`src/shared/asl_pkg.sv`:
```
// asl_pkg: constants and types shared by the accumulator/stack load unit
// assumes a single 100 MHz core clock domain
package asl_pkg;

  // ----------------------------------------------------------------
  // widths and depths
  // ----------------------------------------------------------------
  localparam int ASL_ACC_W = 32;
  localparam int ASL_WORD_W = 16;
  localparam int ASL_STACK_DEPTH = 8;
  localparam int ASL_LVL_W = 4;
  localparam int ASL_ADDR_W = 16;

  localparam logic [ASL_WORD_W-1:0] ASL_WORD_ZERO = 16'h0000;
  localparam logic [ASL_ACC_W-1:0] ASL_ACC_ZERO = 32'h0000_0000;
  localparam logic [ASL_LVL_W-1:0] ASL_LVL_ZERO = 4'h0;
  localparam logic [ASL_LVL_W-1:0] ASL_LVL_ONE = 4'h1;
  localparam logic [ASL_LVL_W-1:0] ASL_LVL_FULL = 4'h8;
  localparam logic [ASL_ADDR_W-1:0] ASL_ADDR_ONE = 16'h0001;

  // ----------------------------------------------------------------
  // operation codes from the instruction sequencer
  // ----------------------------------------------------------------
  typedef enum logic [3:0] {
    ASL_OP_NONE = 4'h0,
    ASL_OP_LOAD_SINGLE_WORD = 4'h1, // load word from memory
    ASL_OP_LOAD_CONST = 4'h2, // load 16-bit constant
    ASL_OP_LOAD_DOUBLE = 4'h3, // load two consecutive words
    ASL_OP_LOAD_DOUBLE_CONST = 4'h4, // load 32-bit constant
    ASL_OP_LOAD_POINTER = 4'h5, // load via pointer word
    ASL_OP_OCTAL_ADDRESS_TO_HEX_LOAD = 4'h6, // octal address to binary
    ASL_OP_OUTPUT = 4'h7, // output operation, cancels push
    ASL_OP_POP = 4'h8,
    ASL_OP_RESULT = 4'h9, // manipulation result replaces acc
    ASL_OP_END_SCAN = 4'hA
  } asl_op_t;

  // ----------------------------------------------------------------
  // sequencer states (one-hot)
  // ----------------------------------------------------------------
  typedef enum logic [4:0] {
    ASL_ST_IDLE = 5'b00001,
    ASL_ST_RD_LO = 5'b00010,
    ASL_ST_RD_HI = 5'b00100,
    ASL_ST_RD_PTR = 5'b01000,
    ASL_ST_COMMIT = 5'b10000
  } asl_state_t;

endpackage

```
`src/hw/asl_unit.sv`:
```
// asl_unit: 32-bit accumulator with eight-level push-down stack
// assumes the instruction sequencer issues one op at a time on the core
// clock and a word memory whose data follows the registered address in
// the strobe cycle and holds the last strobed word until the next strobe
//
// Contract
// RULE_01 - 32-bit accumulator holds working data
// RULE_02 - accumulator holds BCD or two's complement
// RULE_03 - accumulator cleared at end of scan
// RULE_04 - later loads push old accumulator first
// RULE_05 - output cancels pending push on next load
// RULE_06 - eight-entry stack, push shifts entries down
// RULE_07 - push with full stack drops bottom
// RULE_08 - pop moves top into accumulator, shifts up
// RULE_09 - manipulation result replaces accumulator value
// RULE_10 - single-word load zeroes upper sixteen bits
// RULE_11 - double-word load fills all 32 bits
// RULE_12 - 32-bit transfer uses two consecutive words
// RULE_13 - zero flag set when load gives zero
// RULE_14 - pointer word read as binary address
// RULE_15 - pointer load fetches referenced word low
// RULE_16 - pop on empty stack loads zero
`timescale 1ns/10ps
module asl_unit
  import asl_pkg::*;
(
  input wire logic i_core_clk,
  input wire logic i_nrst,
  input wire logic i_op_valid,
  input wire asl_op_t i_op,
  input wire logic [ASL_ADDR_W-1:0] i_addr,
  input wire logic [ASL_ACC_W-1:0] i_const,
  input wire logic [ASL_ACC_W-1:0] i_result,
  output logic o_op_ready,
  output logic o_op_done,
  output logic o_mem_rd,
  output logic [ASL_ADDR_W-1:0] o_mem_addr,
  input wire logic [ASL_WORD_W-1:0] i_mem_rdata,
  output logic [ASL_ACC_W-1:0] o_acc,
  output logic [ASL_ACC_W-1:0] o_stack_top,
  output logic [ASL_LVL_W-1:0] o_stack_level,
  output logic o_accumulator_zero_flag
);

  // ----------------------------------------------------------------
  // state
  // ----------------------------------------------------------------
  asl_state_t state_q;
  asl_op_t op_q;
  logic [ASL_ACC_W-1:0] acc_q; // bcd or binary, no interpretation here
  logic [ASL_ACC_W-1:0] stack_q [ASL_STACK_DEPTH];
  logic [ASL_LVL_W-1:0] level_q;
  logic loaded_q; // a load since scan start or last output
  logic zflag_q;
  logic [ASL_ADDR_W-1:0] addr_q;
  logic [ASL_WORD_W-1:0] lo_q;

  // commit strobes, derived from state
  logic load_commit;
  logic [ASL_ACC_W-1:0] load_value;
  logic do_push;
  logic pop_now;
  logic idle_take;
  logic is_load;

  // ----------------------------------------------------------------
  // operation classification
  // ----------------------------------------------------------------
  always_comb begin
    case (i_op)
      ASL_OP_LOAD_SINGLE_WORD,
      ASL_OP_LOAD_CONST,
      ASL_OP_LOAD_DOUBLE,
      ASL_OP_LOAD_DOUBLE_CONST,
      ASL_OP_LOAD_POINTER,
      ASL_OP_OCTAL_ADDRESS_TO_HEX_LOAD: is_load = 1'b1;
      default: is_load = 1'b0;
    endcase
  end

  assign o_op_ready = (state_q == ASL_ST_IDLE);
  assign idle_take = o_op_ready && i_op_valid;
  assign load_commit = (state_q == ASL_ST_COMMIT);
  assign pop_now = idle_take && (i_op == ASL_OP_POP);
  // only a load after a previous un-output load pushes
  assign do_push = load_commit && loaded_q; // RULE_04 RULE_05

  // ----------------------------------------------------------------
  // octal-to-binary conversion: each 3-bit digit packed densely
  // the printed address is entered as hex digits 0..7 per nibble
  // ----------------------------------------------------------------
  function automatic logic [ASL_WORD_W-1:0] asl_oct_to_bin(
    input logic [ASL_ACC_W-1:0] oct
  );
    logic [ASL_WORD_W-1:0] res;
    res = ASL_WORD_ZERO;
    for (int i = 0; i < 6; i++) begin
      res = res | (ASL_WORD_W'({29'h0, oct[4*i +: 3]}) << (3*i));
    end
    return res;
  endfunction

  // ----------------------------------------------------------------
  // value committed by the current load
  // ----------------------------------------------------------------
  always_comb begin
    case (op_q)
      ASL_OP_LOAD_DOUBLE:
        load_value = {i_mem_rdata, lo_q}; // RULE_11 RULE_12
      ASL_OP_LOAD_DOUBLE_CONST:
        load_value = i_const; // RULE_11
      ASL_OP_LOAD_CONST:
        load_value = {ASL_WORD_ZERO, i_const[ASL_WORD_W-1:0]}; // RULE_10
      ASL_OP_OCTAL_ADDRESS_TO_HEX_LOAD:
        load_value = {ASL_WORD_ZERO, asl_oct_to_bin(i_const)}; // RULE_14
      default:
        load_value = {ASL_WORD_ZERO, i_mem_rdata}; // RULE_10 RULE_15
    endcase
  end

  // ----------------------------------------------------------------
  // sequencer: single-word loads take a read step, double and pointer loads two,
  // constant loads commit one cycle after acceptance
  // ----------------------------------------------------------------
  always_ff @(posedge i_core_clk or negedge i_nrst) begin
    if (!i_nrst) begin
      state_q <= ASL_ST_IDLE;
      op_q <= ASL_OP_NONE;
      addr_q <= ASL_WORD_ZERO;
      lo_q <= ASL_WORD_ZERO;
    end else begin
      case (state_q)
        ASL_ST_IDLE: begin
          if (idle_take && is_load) begin
            op_q <= i_op;
            addr_q <= i_addr;
            case (i_op)
              ASL_OP_LOAD_SINGLE_WORD: state_q <= ASL_ST_RD_LO;
              ASL_OP_LOAD_DOUBLE: state_q <= ASL_ST_RD_LO;
              ASL_OP_LOAD_POINTER: state_q <= ASL_ST_RD_PTR;
              default: state_q <= ASL_ST_COMMIT;
            endcase
          end
        end
        ASL_ST_RD_PTR: begin
          // pointer contents are a plain binary address
          addr_q <= i_mem_rdata; // RULE_14 RULE_15
          state_q <= ASL_ST_RD_LO;
        end
        ASL_ST_RD_LO: begin
          lo_q <= i_mem_rdata;
          if (op_q == ASL_OP_LOAD_DOUBLE) begin
            addr_q <= addr_q + ASL_ADDR_ONE; // RULE_12
            state_q <= ASL_ST_RD_HI;
          end else begin
            state_q <= ASL_ST_COMMIT;
          end
        end
        ASL_ST_RD_HI: state_q <= ASL_ST_COMMIT;
        ASL_ST_COMMIT: state_q <= ASL_ST_IDLE;
        default: state_q <= ASL_ST_IDLE;
      endcase
    end
  end

  // ----------------------------------------------------------------
  // memory read strobe: data returns one cycle later, so the read
  // issued in a state is consumed in the following state
  // ----------------------------------------------------------------
  always_ff @(posedge i_core_clk or negedge i_nrst) begin
    if (!i_nrst) begin
      o_mem_rd <= 1'b0;
      o_mem_addr <= ASL_WORD_ZERO;
    end else if (idle_take && (i_op == ASL_OP_LOAD_SINGLE_WORD ||
                 i_op == ASL_OP_LOAD_DOUBLE ||
                 i_op == ASL_OP_LOAD_POINTER)) begin
      o_mem_rd <= 1'b1;
      o_mem_addr <= i_addr;
    end else if (state_q == ASL_ST_RD_PTR) begin
      o_mem_rd <= 1'b1;
      o_mem_addr <= i_mem_rdata; // RULE_15
    end else if (state_q == ASL_ST_RD_LO && op_q == ASL_OP_LOAD_DOUBLE) begin
      o_mem_rd <= 1'b1;
      o_mem_addr <= addr_q + ASL_ADDR_ONE; // RULE_12
    end else begin
      o_mem_rd <= 1'b0;
    end
  end

  // ----------------------------------------------------------------
  // accumulator: end of scan has priority, it empties the accumulator but leaves the stack
  // ----------------------------------------------------------------
  always_ff @(posedge i_core_clk or negedge i_nrst) begin
    if (!i_nrst) begin
      acc_q <= ASL_ACC_ZERO;
    end else if (idle_take && i_op == ASL_OP_END_SCAN) begin
      acc_q <= ASL_ACC_ZERO; // RULE_03
    end else if (load_commit) begin
      acc_q <= load_value; // RULE_01 RULE_02
    end else if (pop_now) begin
      acc_q <= stack_q[0]; // RULE_08 RULE_16
    end else if (idle_take && i_op == ASL_OP_RESULT) begin
      acc_q <= i_result; // RULE_09
    end
  end

  // ----------------------------------------------------------------
  // push-down stack; empty slots hold zero so a pop past the last
  // pushed value returns zero
  // ----------------------------------------------------------------
  always_ff @(posedge i_core_clk or negedge i_nrst) begin
    if (!i_nrst) begin
      for (int i = 0; i < ASL_STACK_DEPTH; i++) begin
        stack_q[i] <= ASL_ACC_ZERO;
      end
      level_q <= ASL_LVL_ZERO;
    end else if (do_push) begin
      // bottom entry falls off when all eight are in use
      for (int i = ASL_STACK_DEPTH-1; i > 0; i--) begin
        stack_q[i] <= stack_q[i-1]; // RULE_06 RULE_07
      end
      stack_q[0] <= acc_q; // RULE_04
      if (level_q != ASL_LVL_FULL) begin
        level_q <= level_q + ASL_LVL_ONE;
      end
    end else if (pop_now) begin
      for (int i = 0; i < ASL_STACK_DEPTH-1; i++) begin
        stack_q[i] <= stack_q[i+1]; // RULE_08
      end
      stack_q[ASL_STACK_DEPTH-1] <= ASL_ACC_ZERO; // RULE_16
      if (level_q != ASL_LVL_ZERO) begin
        level_q <= level_q - ASL_LVL_ONE;
      end
    end
  end

  // ----------------------------------------------------------------
  // push-pending tracking: set by a load, cleared by output or scan end
  // ----------------------------------------------------------------
  always_ff @(posedge i_core_clk or negedge i_nrst) begin
    if (!i_nrst) begin
      loaded_q <= 1'b0;
    end else if (load_commit) begin
      loaded_q <= 1'b1; // RULE_04
    end else if (idle_take &&
                 (i_op == ASL_OP_OUTPUT || i_op == ASL_OP_END_SCAN)) begin
      loaded_q <= 1'b0; // RULE_05 RULE_03
    end
  end

  // ----------------------------------------------------------------
  // zero flag reflects the value of the most recent load
  // ----------------------------------------------------------------
  always_ff @(posedge i_core_clk or negedge i_nrst) begin
    if (!i_nrst) begin
      zflag_q <= 1'b0;
    end else if (load_commit) begin
      zflag_q <= (load_value == ASL_ACC_ZERO); // RULE_13
    end
  end

  // ----------------------------------------------------------------
  // done pulse for any op, registered
  // ----------------------------------------------------------------
  always_ff @(posedge i_core_clk or negedge i_nrst) begin
    if (!i_nrst) begin
      o_op_done <= 1'b0;
    end else begin
      o_op_done <= load_commit || (idle_take && !is_load);
    end
  end

  assign o_acc = acc_q;
  assign o_stack_top = stack_q[0];
  assign o_stack_level = level_q;
  assign o_accumulator_zero_flag = zflag_q;

endmodule

```
`config.mk`:
```
export PLATFORM = sky130hd
export DESIGN_NAME = asl_unit
export DESIGN_NICKNAME = d
export VERILOG_FILES = /design/src/shared/asl_pkg.sv /design/src/hw/asl_unit.sv
export SDC_FILE = /design/constraint.sdc
export NUM_CORES = 1
export LEC_CHECK = 0
export BUFFER_PORTS_ARGS = -buffer_cell sky130_fd_sc_hd__clkbuf_2
export CAP_MARGIN = 20
export CORE_ASPECT_RATIO = 1.4
export CORE_MARGIN = 2
export CORE_UTILIZATION = 59
export DETAILED_ROUTE_END_ITERATION = 8
export PLACE_DENSITY = 0.85
export SETUP_SLACK_MARGIN = 0.2
export SLEW_MARGIN = 20
export SYNTH_ARGS = -nofsm -noshare
export SYNTH_HDL_FRONTEND = slang
export SYNTH_SLANG_ARGS = --single-unit
```
`constraint.sdc`:
```
create_clock -name i_core_clk -period 3.9 [get_ports i_core_clk]
set_input_delay 0.195 -clock i_core_clk [delete_from_list [all_inputs] [get_ports i_core_clk]]
set_output_delay 0.195 -clock i_core_clk [all_outputs]
set_load 0.05 [all_outputs]
```
# Yosys cells after proc, flatten, opt, wreduce, memory -nomap -nowiden
# Index checks and enable logic that the tools add are counted.
# totals
register_bits	353
inputBits	103
romBits	0
output_inout_bits	88
latchBits	0
elab_cells	105
mem_count	0
ramBits	0
# classes
addsub	3
n_mul	0
div	0
muxes	27
shift	0
eq_ne	23
order_cmp	0
bitwise_logic	5
n_reduce_logical	28
# ops
operator	count
256-bit two-way mux	2
32-bit two-way mux	4
32-bit case mux with 4 select lines	1
16-bit two-way mux	5
16-bit case mux with 3 select lines	1
32-bit logical NOT	1
4-bit by 3-bit == test with 1-bit output, second input constant	6
5-bit case mux with 4 select lines	1
16-bit by 1-bit adder with 16-bit output, second input constant	1
4-bit by 2-bit == test with 1-bit output, second input constant	4
4-bit two-way mux	4
15-bit by 16-bit bitwise OR with 16-bit output	1
12-bit by 15-bit bitwise OR with 15-bit output	1
4-bit == test, second input constant	3
9-bit by 12-bit bitwise OR with 12-bit output	1
1-bit logical AND	10
5-bit two-way mux	2
5-bit case mux with 2 select lines	1
6-bit by 9-bit bitwise OR with 9-bit output	1
4-bit nonzero test	2
1-bit two-way mux	6
3-bit by 6-bit bitwise OR with 6-bit output	1
3-bit AND reduction	2
2-bit nonzero test	3
other kinds (17)	22

# Depth between registers and ports, before layout
# Gate-level depths: netlist of run 1.
# logic_depth
word_depth	8
mapped_depth	15
ltp_nobuf	10

# Worst setup path after synthesis of run 1
# OpenSTA, ideal clock, no wires.
# synth_timing
kind	register to register
startpoint	register state_q[0]
endpoint	register level_q[3] (netlist: o_stack_level[3])
stages_incl_launch_ff	15
n_path_buf	4
t_arrival_ns	2.785
setup_ns	0.142
slack_ns	0.972
period_less_slack_ns	2.928
required_ns	3.758
path_cell_list	dfstp_2 > nor2_1 > and3_1 > buf_2 > and2_1 > buf_2 > inv_2 > buf_2 > clkbuf_1 > ha_1 > a21o_1 > a21oi_1 > xnor2_1 > o211ai_1 > xnor2_1
# synth_via
elab_chain_len	5
word_cells_on_any_way	10
cone_classes	eq/ne (3); mux (1); reduce/logical (6)
# synth_rtl
item	line_no	text
start: declaration	asl_unit.sv:48	asl_state_t state_q;
start signal: assignment	asl_unit.sv:127	state_q <= ASL_ST_IDLE;
start signal: assignment	asl_unit.sv:138	ASL_OP_LOAD_SINGLE_WORD: state_q <= ASL_ST_RD_LO;
start signal: assignment	asl_unit.sv:139	ASL_OP_LOAD_DOUBLE: state_q <= ASL_ST_RD_LO;
5-bit by 1-bit == test with 1-bit output	asl_unit.sv:81	assign o_op_ready = (state_q == ASL_ST_IDLE);
1-bit logical AND	asl_unit.sv:82	assign idle_take = o_op_ready && i_op_valid;
1-bit logical AND	asl_unit.sv:84	assign pop_now = idle_take && (i_op == ASL_OP_POP);
2-bit nonzero test (no line)	-	
3-bit AND reduction (no line)	-	
end signal: assignment	asl_unit.sv:224	level_q <= level_q + ASL_LVL_ONE;
end signal: assignment	asl_unit.sv:232	level_q <= level_q - ASL_LVL_ONE;
end: declaration	asl_unit.sv:52	logic [ASL_LVL_W-1:0] level_q;
# Several ways; a longest one is shown, not always the timed one.
# A chain may end at the register's enable or synchronous reset.

# Final worst setup path of run 1
# layout_timing
startpoint	register op_q[0]
endpoint	register zflag_q (netlist: o_accumulator_zero_flag)
# layout_via
elab_chain_len	3
word_cells_on_any_way	6
cone_classes	eq/ne (4); mux (1); reduce/logical (1)
# layout_rtl
item	line_no	text
start: declaration	asl_unit.sv:49	asl_op_t op_q;
start signal: assignment	asl_unit.sv:135	op_q <= i_op;
4-bit by 3-bit == test with 1-bit output or 4-bit by 2-bit == test with 1-bit output (tied branches)	asl_unit.sv:107	case (op_q)
32-bit case mux with 4 select lines *	asl_unit.sv:107	
32-bit logical NOT *	asl_unit.sv:258	zflag_q <= (load_value == ASL_ACC_ZERO);
end signal: assignment	asl_unit.sv:258	
end: declaration	asl_unit.sv:54	logic zflag_q;
# Mark *: on every way between the ends. The rest lies on a longest branch, timed or not.

==> run summary, run 1 <==
Outcome -> finished clean
Worst-skew pair later-pin latency -> 0.55 ns
Fmax -> 0.333 GHz
Critical Path RT -> 4.39 ns
Vias in the first global route -> 14937
Antenna violations before repair -> 0
Ordered cell list for the critical path -> nor2b_1, a222oi_1, o221ai_1, or4b_1, nor3_1, a32o_1
Grt total ovfl -> 0
Core Rows -> 74
Global-route wire length before repair -> 80400 µm
Mean post-synth cell area -> 8.51 µm²
Top FF cell, synth -> dfrtp_1
Post_cts resized -> 0
Critical path capture point type -> flip-flop
I/O Pins -> 191
TNS Setup -> 0 ns
Share of the clock period used by the worst path -> 76.9%
Setup CP Type -> reg2reg
Num CTS Buffers -> 35
Nets -> 2262
Die W -> 149 µm
Critical path launch point -> op_q[0]$_DFFE_PN0P_
Number of DRC markers in iteration 0 -> 1844
Die H -> 207 µm
Largest net degree at the start of global routing -> 258
Final hold vios -> 0
Peak supply drop -> 0.000492 V
HP Class -> in2reg
Final setup fails -> 0
TritonCTS clock tree -> yes
#FFs+latches synth -> 353
DR vias/cell -> 6.21
Syn nets -> 2157
PnR worst setup slack -> 0.899 ns
Slowest stage delay, CP -> 0.90 ns
Final worst path period need -> 3.00 ns
Die ar. -> 31000 µm²
R2R Path End -> o_accumulator_zero_flag$_DFFE_PN0P_
Area Growth Syn to Fin -> 13.8%
Crit path buf inv count -> 0
Max_cap viols -> 0
Worst-path clk slew -> 0.07 ns
Total Wirelength -> 50500 µm
Longest Clk Path Bufs -> 3
DRC -> 0
PortBufs -> 190
Post-DP HPWL -> 32600 µm
Core ar. -> 29200 µm²
Commonest non-fill, non-tap cell in the layout -> nand2_1
Critical path peak fanout -> 29
Power per Cell Area -> 602 nW/µm²
Clock root buffer -> clkbuf_16
RR Startpoint -> op_q[0]$_DFFE_PN0P_
Clock sinks -> 353
Arrival @ worst endpoint -> 3.49 ns
PnR Total Power -> 12.0 mW
Critical Path Stages -> 6
Fin Clk Skew -> 0.0200 ns
Synth warnings -> 0
R2R Setup Slk -> 0.90 ns
Seq/Total Area, Yosys -> 50.6%
GP Congestion -> 0.985
Setup crit end -> o_accumulator_zero_flag$_DFFE_PN0P_
Slew headroom -> 24.9%
Via count -> 15917
Worst-margin pin slew -> 1.13 ns
Critical path's top delay family -> simple AND/OR/NAND/NOR gates
H-tree depth -> 2
Most frequent cells in the layout -> nand2_1 (566), dfrtp_1 (352), nor2_1 (267), a31oi_1 (227), clkbuf_2 (189)
Cells after Synth -> 2050
DP Cell Count -> 2460
Gr usage total -> 32.6%
Distinct cells, synth -> 66
Post-place setup slack -> 0.964 ns
RSZ-0062 raised after global routing -> no
Post-CTS Setup Inserts -> 0
WHS -> 0.0113 ns
CTS Hold Buffers Added -> 38
Starting Density -> 59.8%
DR pass1 iterations -> 8
Async S/R FF share, synth -> 100%
Post-route insts no fill -> 2563
Slew Viols, Final -> 0
Layout cells sized above 1 -> 13.7%
Element type at the critical path start -> flip-flop
Leakage -> 8.97 nW
Slowest cell on crit path -> dfrtp_1
Cell depth of the worst flop-to-flop path -> 6
Post-synth EDFFs -> 0
Antenna Nets Post-Route -> 0
Wire per inst -> 19.7 µm
Mapped cell area -> 17400 µm²
[per-stage QoR]
step	util, %	area (µm²)
6_report	68.1	19900
2_1_floorplan	-	17400
5_1_grt	68.1	19800
4_1_cts	68.1	19800
3_5_place_dp	62.4	18200
3_3_place_gp	62.4	18200
[routing by layer]
metal	up-vias	wire length (µm)	GRT usage, %
li1	7288	-	-
met5	-	0	0
met4	0	3430	19.7
met2	784	23200	49.0
met3	203	3950	5.43
met1	7642	19900	44.3
[kinds of logic (layout without fill, tap and decap cells)]
group	count (synthesis)	count (layout)	synth area share, %
other cells	0	1	0
xor+xnor	19	19	0.954
mux	39	39	2.26
simple gates	940	940	21.8
fa+ha+maj	4	4	0.330
buf+inv	201	333	5.91
flops	353	353	50.6
compound gates	494	494	18.1
[worst register-to-register path, cell delays in order (launching register included)]
cell and delay (ns):
dfrtp_1 0.90, nor2b_1 0.37, a222oi_1 0.44, o221ai_1 0.20, or4b_1 0.59, nor3_1 0.26
a32o_1 0.19
[cell usage after synthesis (10+ instances only)]
cell / instances / area, µm²
buf_2: 62 / 310
dfrtp_1: 352 / 8810
o21ai_0: 98 / 490
nor2b_1: 12 / 75.1
mux2i_1: 36 / 360
nor2_1: 267 / 1000
clkbuf_1: 73 / 274
and3_1: 10 / 62.6
a31oi_1: 228 / 1430
xnor2_1: 12 / 105
a222oi_1: 15 / 150
a21oi_1: 53 / 265
nand3b_1: 10 / 75.1
nand3_1: 13 / 65.1
nor3_1: 23 / 115
nand2_1: 566 / 2120
o22ai_1: 10 / 62.6
a22oi_1: 29 / 218
o221ai_1: 10 / 87.6
buf_4: 53 / 398
[how the worst min path moves through the flow]
stage                    from                        end  depth (start not counted)
2_1_floorplan          i_nrst      addr_q[0]$_DFFE_PN0P_                          0
3_3_place_gp           i_nrst  o_mem_addr[5]$_DFFE_PN0P_                          1
3_5_place_dp           i_nrst  o_mem_addr[6]$_DFFE_PN0P_                          1
4_1_cts        i_mem_rdata[7]        lo_q[7]$_DFFE_PN0P_                          3
5_1_grt        i_mem_rdata[7]        lo_q[7]$_DFFE_PN0P_                          3
6_report              i_op[2]     state_q[3]$_DFFE_PN0P_                          3
[layout make-up]
class	count	area [µm²]
clock inverters	20	284
well taps	380	475
fillers	2256	9320
repair buffers	259	1650
flip-flops and latches	353	8830
clock buffers	44	971
inverters	10	42.5
diodes	1	2.50
multi-input cells	1496	7590
[state kept, by name (all words and copies together) (netlist names), 4 cells and up]
signal and flops:
addr_q 16, lo_q 16, o_acc 32, o_mem_addr 16, o_stack_level 4, o_stack_top 32, op_q 4, stack_q 224
state_q 5
[where the power goes]
| group | switching, mW | internal [mW] |
|---|---|---|
| clock | 1.51 | 2.19 |
| sequential | 0.753 | 4.52 |
| combinational | 1.96 | 1.02 |
(Power assumes the default switching activity.)
==> run 2: changes to the inputs <==
- ABC_AREA: not set -> 1
- CORE_UTILIZATION: 59 -> 60
- PLACE_DENSITY: 0.85 -> 0.86
- clock period: 3.9 -> 3.01 ns (I/O delays scaled with it)
==> run summary, run 2 <==
Worst Hold Path EP -> lo_q[14]$_DFFE_PN0P_
Fmax -> 0.398 GHz (+19%)
Sequential group share of total power -> 38.9% (-5.2 points)
Worst-path clk slew -> 0.07 ns (about the same)
Final instance area -> 20600 µm² (+3.8%)
Antenna violations before repair -> 1 (+1)
Antenna Nets Post-Route -> 0 (unchanged)
Mean post-synth cell area -> 7.87 µm² (-7.5%)
Core ar. -> 29900 µm² (+2.6%)
Distinct cells, synth -> 40 (-39%)
Die W -> 151 µm (+1.3%)
DR pass1 iterations -> 6 (-2)
Post-CTS Setup Inserts -> 0 (unchanged)
Synth warnings -> 0 (unchanged)
Register area -> 8830 µm² (unchanged)
Share of the clock period used by the worst path -> 83.5% (+6.5 points)
Count leader, synth -> nand2_1
DR vias/cell -> 5.80 (-6.5%)
Setup CP Type -> reg2reg
Area Growth Syn to Fin -> 13.1%
Area occupied by multi-input gates -> 7360 µm² (-3.0%)
Fillcell total -> 2391 (+6.0%)
Number of DRC markers in iteration 0 -> 1499 (-19%)
Post-synth EDFFs -> 0 (unchanged)
Critical path peak fanout -> 54 (+86%)
DRC -> 0 (unchanged)
TritonCTS clock tree -> yes
Seq/Total Area, Yosys -> 48.5% (-2.1 points)
Via count -> 16565 (+4.1%)
Die H -> 210 µm (+1.3%)
Num CTS Buffers -> 35 (unchanged)
HP Class -> in2reg
Largest reg by FF count -> stack_q
Global-route wire length before repair -> 82900 µm (+3.1%)
Critical Path RT -> 3.40 ns (-0.99 ns)
I/O Pins -> 191 (unchanged)
Synth cell count leaders -> nand2_1 (608), dfrtp_1 (352), o21ai_0 (315)
Cells on Worst Hold Path -> 3 (unchanged)
Total Wirelength -> 51600 µm (+2.2%)
Top FF cell, synth -> dfrtp_1
Outcome -> finished clean
Clock sinks -> 353 (unchanged)
TNS Setup -> 0 ns (unchanged)
Longest Clk Path Bufs -> 3 (unchanged)
Commonest non-fill, non-tap cell in the layout -> nand2_1
Cell depth of the worst flop-to-flop path -> 7 (+1)
Largest area contributor in the netlist -> dfrtp_1
Post_cts resized -> 0 (unchanged)
Final hold vios -> 0 (unchanged)
Grt total ovfl -> 0 (unchanged)
Leakage -> 9.75 nW (+8.7%)
DP Cell Count -> 2748 (+12%)
Final setup fails -> 0 (unchanged)
GP Congestion -> 1.02 (+3.6%)
Ranking of synthesized cells by area -> dfrtp_1 (48%), nand2_1 (13%), o21ai_0 (8.7%)
Layout cells sized above 1 -> 12.7% (-1.1 points)
Cell Int Power -> 11.9 mW (+54%)
Element type at the critical path start -> flip-flop
NetSw -> 10.0 mW (+140%)
Slew headroom -> 40.2% (+15 points)
Final worst path period need -> 2.51 ns (-0.488 ns)
Core Rows -> 75 (+1.4%)
Slew Viols, Final -> 0 (unchanged)
Fin Clk Skew -> 0.0237 ns (+0.00365 ns)
RR Startpoint -> state_q[3]$_DFFE_PN0P_
Post-DP HPWL -> 36200 µm (+11%)
Die ar. -> 31800 µm² (+2.6%)
Largest net degree at the start of global routing -> 189 (-27%)
Max_cap viols -> 0 (unchanged)
R2R Setup Slk -> 0.50 ns (-0.40 ns)
Worst-skew pair later-pin latency -> 0.54 ns (about the same)
Synth top area share -> 48.4% (-2.1 points)
Mapped cell area -> 18200 µm² (+4.4%)
H-tree depth -> 2 (unchanged)
#FFs+latches synth -> 353 (unchanged)
RSZ-0062 raised after global routing -> no
Post-route insts no fill -> 2854 (+11%)
PnR Total Power -> 21.9 mW (+83%)
Power per Cell Area -> 1060 nW/µm² (+77%)
Critical path launch point -> state_q[3]$_DFFE_PN0P_
Logic pwr share -> 41.8% (+17 points)
Async S/R FF share, synth -> 100% (unchanged)
Nets -> 2553 (+13%)
R2R Path End -> o_acc[8]$_DFFE_PN0P_
Clock root buffer -> clkbuf_16
Wire per inst -> 18.1 µm (-8.2%)
Syn nets -> 2420 (+12%)
Cells after Synth -> 2313 (+13%)
Critical path capture point type -> flip-flop
Vias in the first global route -> 15972 (+6.9%)
Starting Density -> 60.8% (+1.0 points)
PortBufs -> 190 (unchanged)
CTS Hold Buffers Added -> 46 (+21%)
Arrival @ worst endpoint -> 2.90 ns (-0.59 ns)
Sw frac -> 45.8% (+10 points)
Clock power frac -> 19.3% (-12 points)
Cell Area, Placed -> 19100 µm² (+4.6%)
WHS -> 0.0213 ns (+0.0100 ns)
Peak supply drop -> 0.000509 V (+3.4%)
Max FFs per register -> 224 (unchanged)
Most frequent cells in the layout -> nand2_1 (607), dfrtp_1 (352), o21ai_0 (315), inv_1 (248), clkbuf_2 (189)
HP Start -> i_mem_rdata[14]
Worst-margin pin slew -> 0.897 ns (-0.229 ns)
Gr usage total -> 32.9% (+0.37 points)
run 2: cell families (layout without fill, tap and decap cells):
group | after synthesis | in the layout | synth area share (%)
xor gates and xnor gates | 7 | 7 | 0.337
other | 0 | 1 | 0
AOI/OAI and AO/OA | 635 | 635 | 20.2
buffers and inverters | 439 | 594 | 11.1
DFF | 353 | 353 | 48.5
adders and majority gates | 4 | 4 | 0.316
and+or+nand+nor | 875 | 875 | 19.6
run 2: how the worst max path moves through the flow:
stage	slack, ns	cells past startpoint	end
final	0.50	7	o_acc[8]$_DFFE_PN0P_
after global routing	0.33	7	o_acc[8]$_DFFE_PN0P_
after CTS	0.54	7	o_acc[8]$_DFFE_PN0P_
after detailed placement	0.57	7	o_acc[4]$_DFFE_PN0P_
after global placement	0.68	7	o_acc[18]$_DFFE_PN0P_
after floorplan	0.78	10	o_stack_level[3]$_DFFE_PN0P_
run 2: critical path, cell delays in order, from the launching register on:
cell and delay (ns):
dfrtp_1 0.45, nor2_4 0.19, nand3_2 0.15, buf_4 0.32, nand2_1 0.33, clkinv_1 0.58, nand2_1 0.22, o21ai_0 0.14
run 2: cell type report:
cell class	count	area share, %
antenna	1	0.0121
clock buffer	44	4.75
clock inverter	15	0.540
inverter	255	4.69
multi-input combinational	1521	35.7
sequential	353	42.9
tap	385	2.34
timing repair buffer	280	9.05
run 2: power groups by stage:
stage	Clock (mW)	Sequential [mW]	Combinational (mW)
4_1_cts	4.30	8.50	9.09
3_3_place_gp	0	8.45	8.67
2_1_floorplan	0	9.30	5.91
3_5_place_dp	0	8.55	8.96
5_1_grt	4.48	8.75	10.1
6_report	4.23	8.53	9.16
run 2: per-stage QoR:
stage | util (%) | setup WS (ns)
floorplan | - | 0.777
CTS | 68.8 | 0.539
detailed placement | 63.6 | 0.568
finish | 68.8 | 0.497
global route | 68.8 | 0.327
global placement | 63.6 | 0.678
run 2: per-layer routing:
metal	track usage [%]	part of all wire, %	vias to the layer above
met1	42.2	39	7847
met3	4.20	6.3	174
met4	18.9	6.4	0
li1	-	-	7888
met2	53.8	48	656
met5	0	0	-
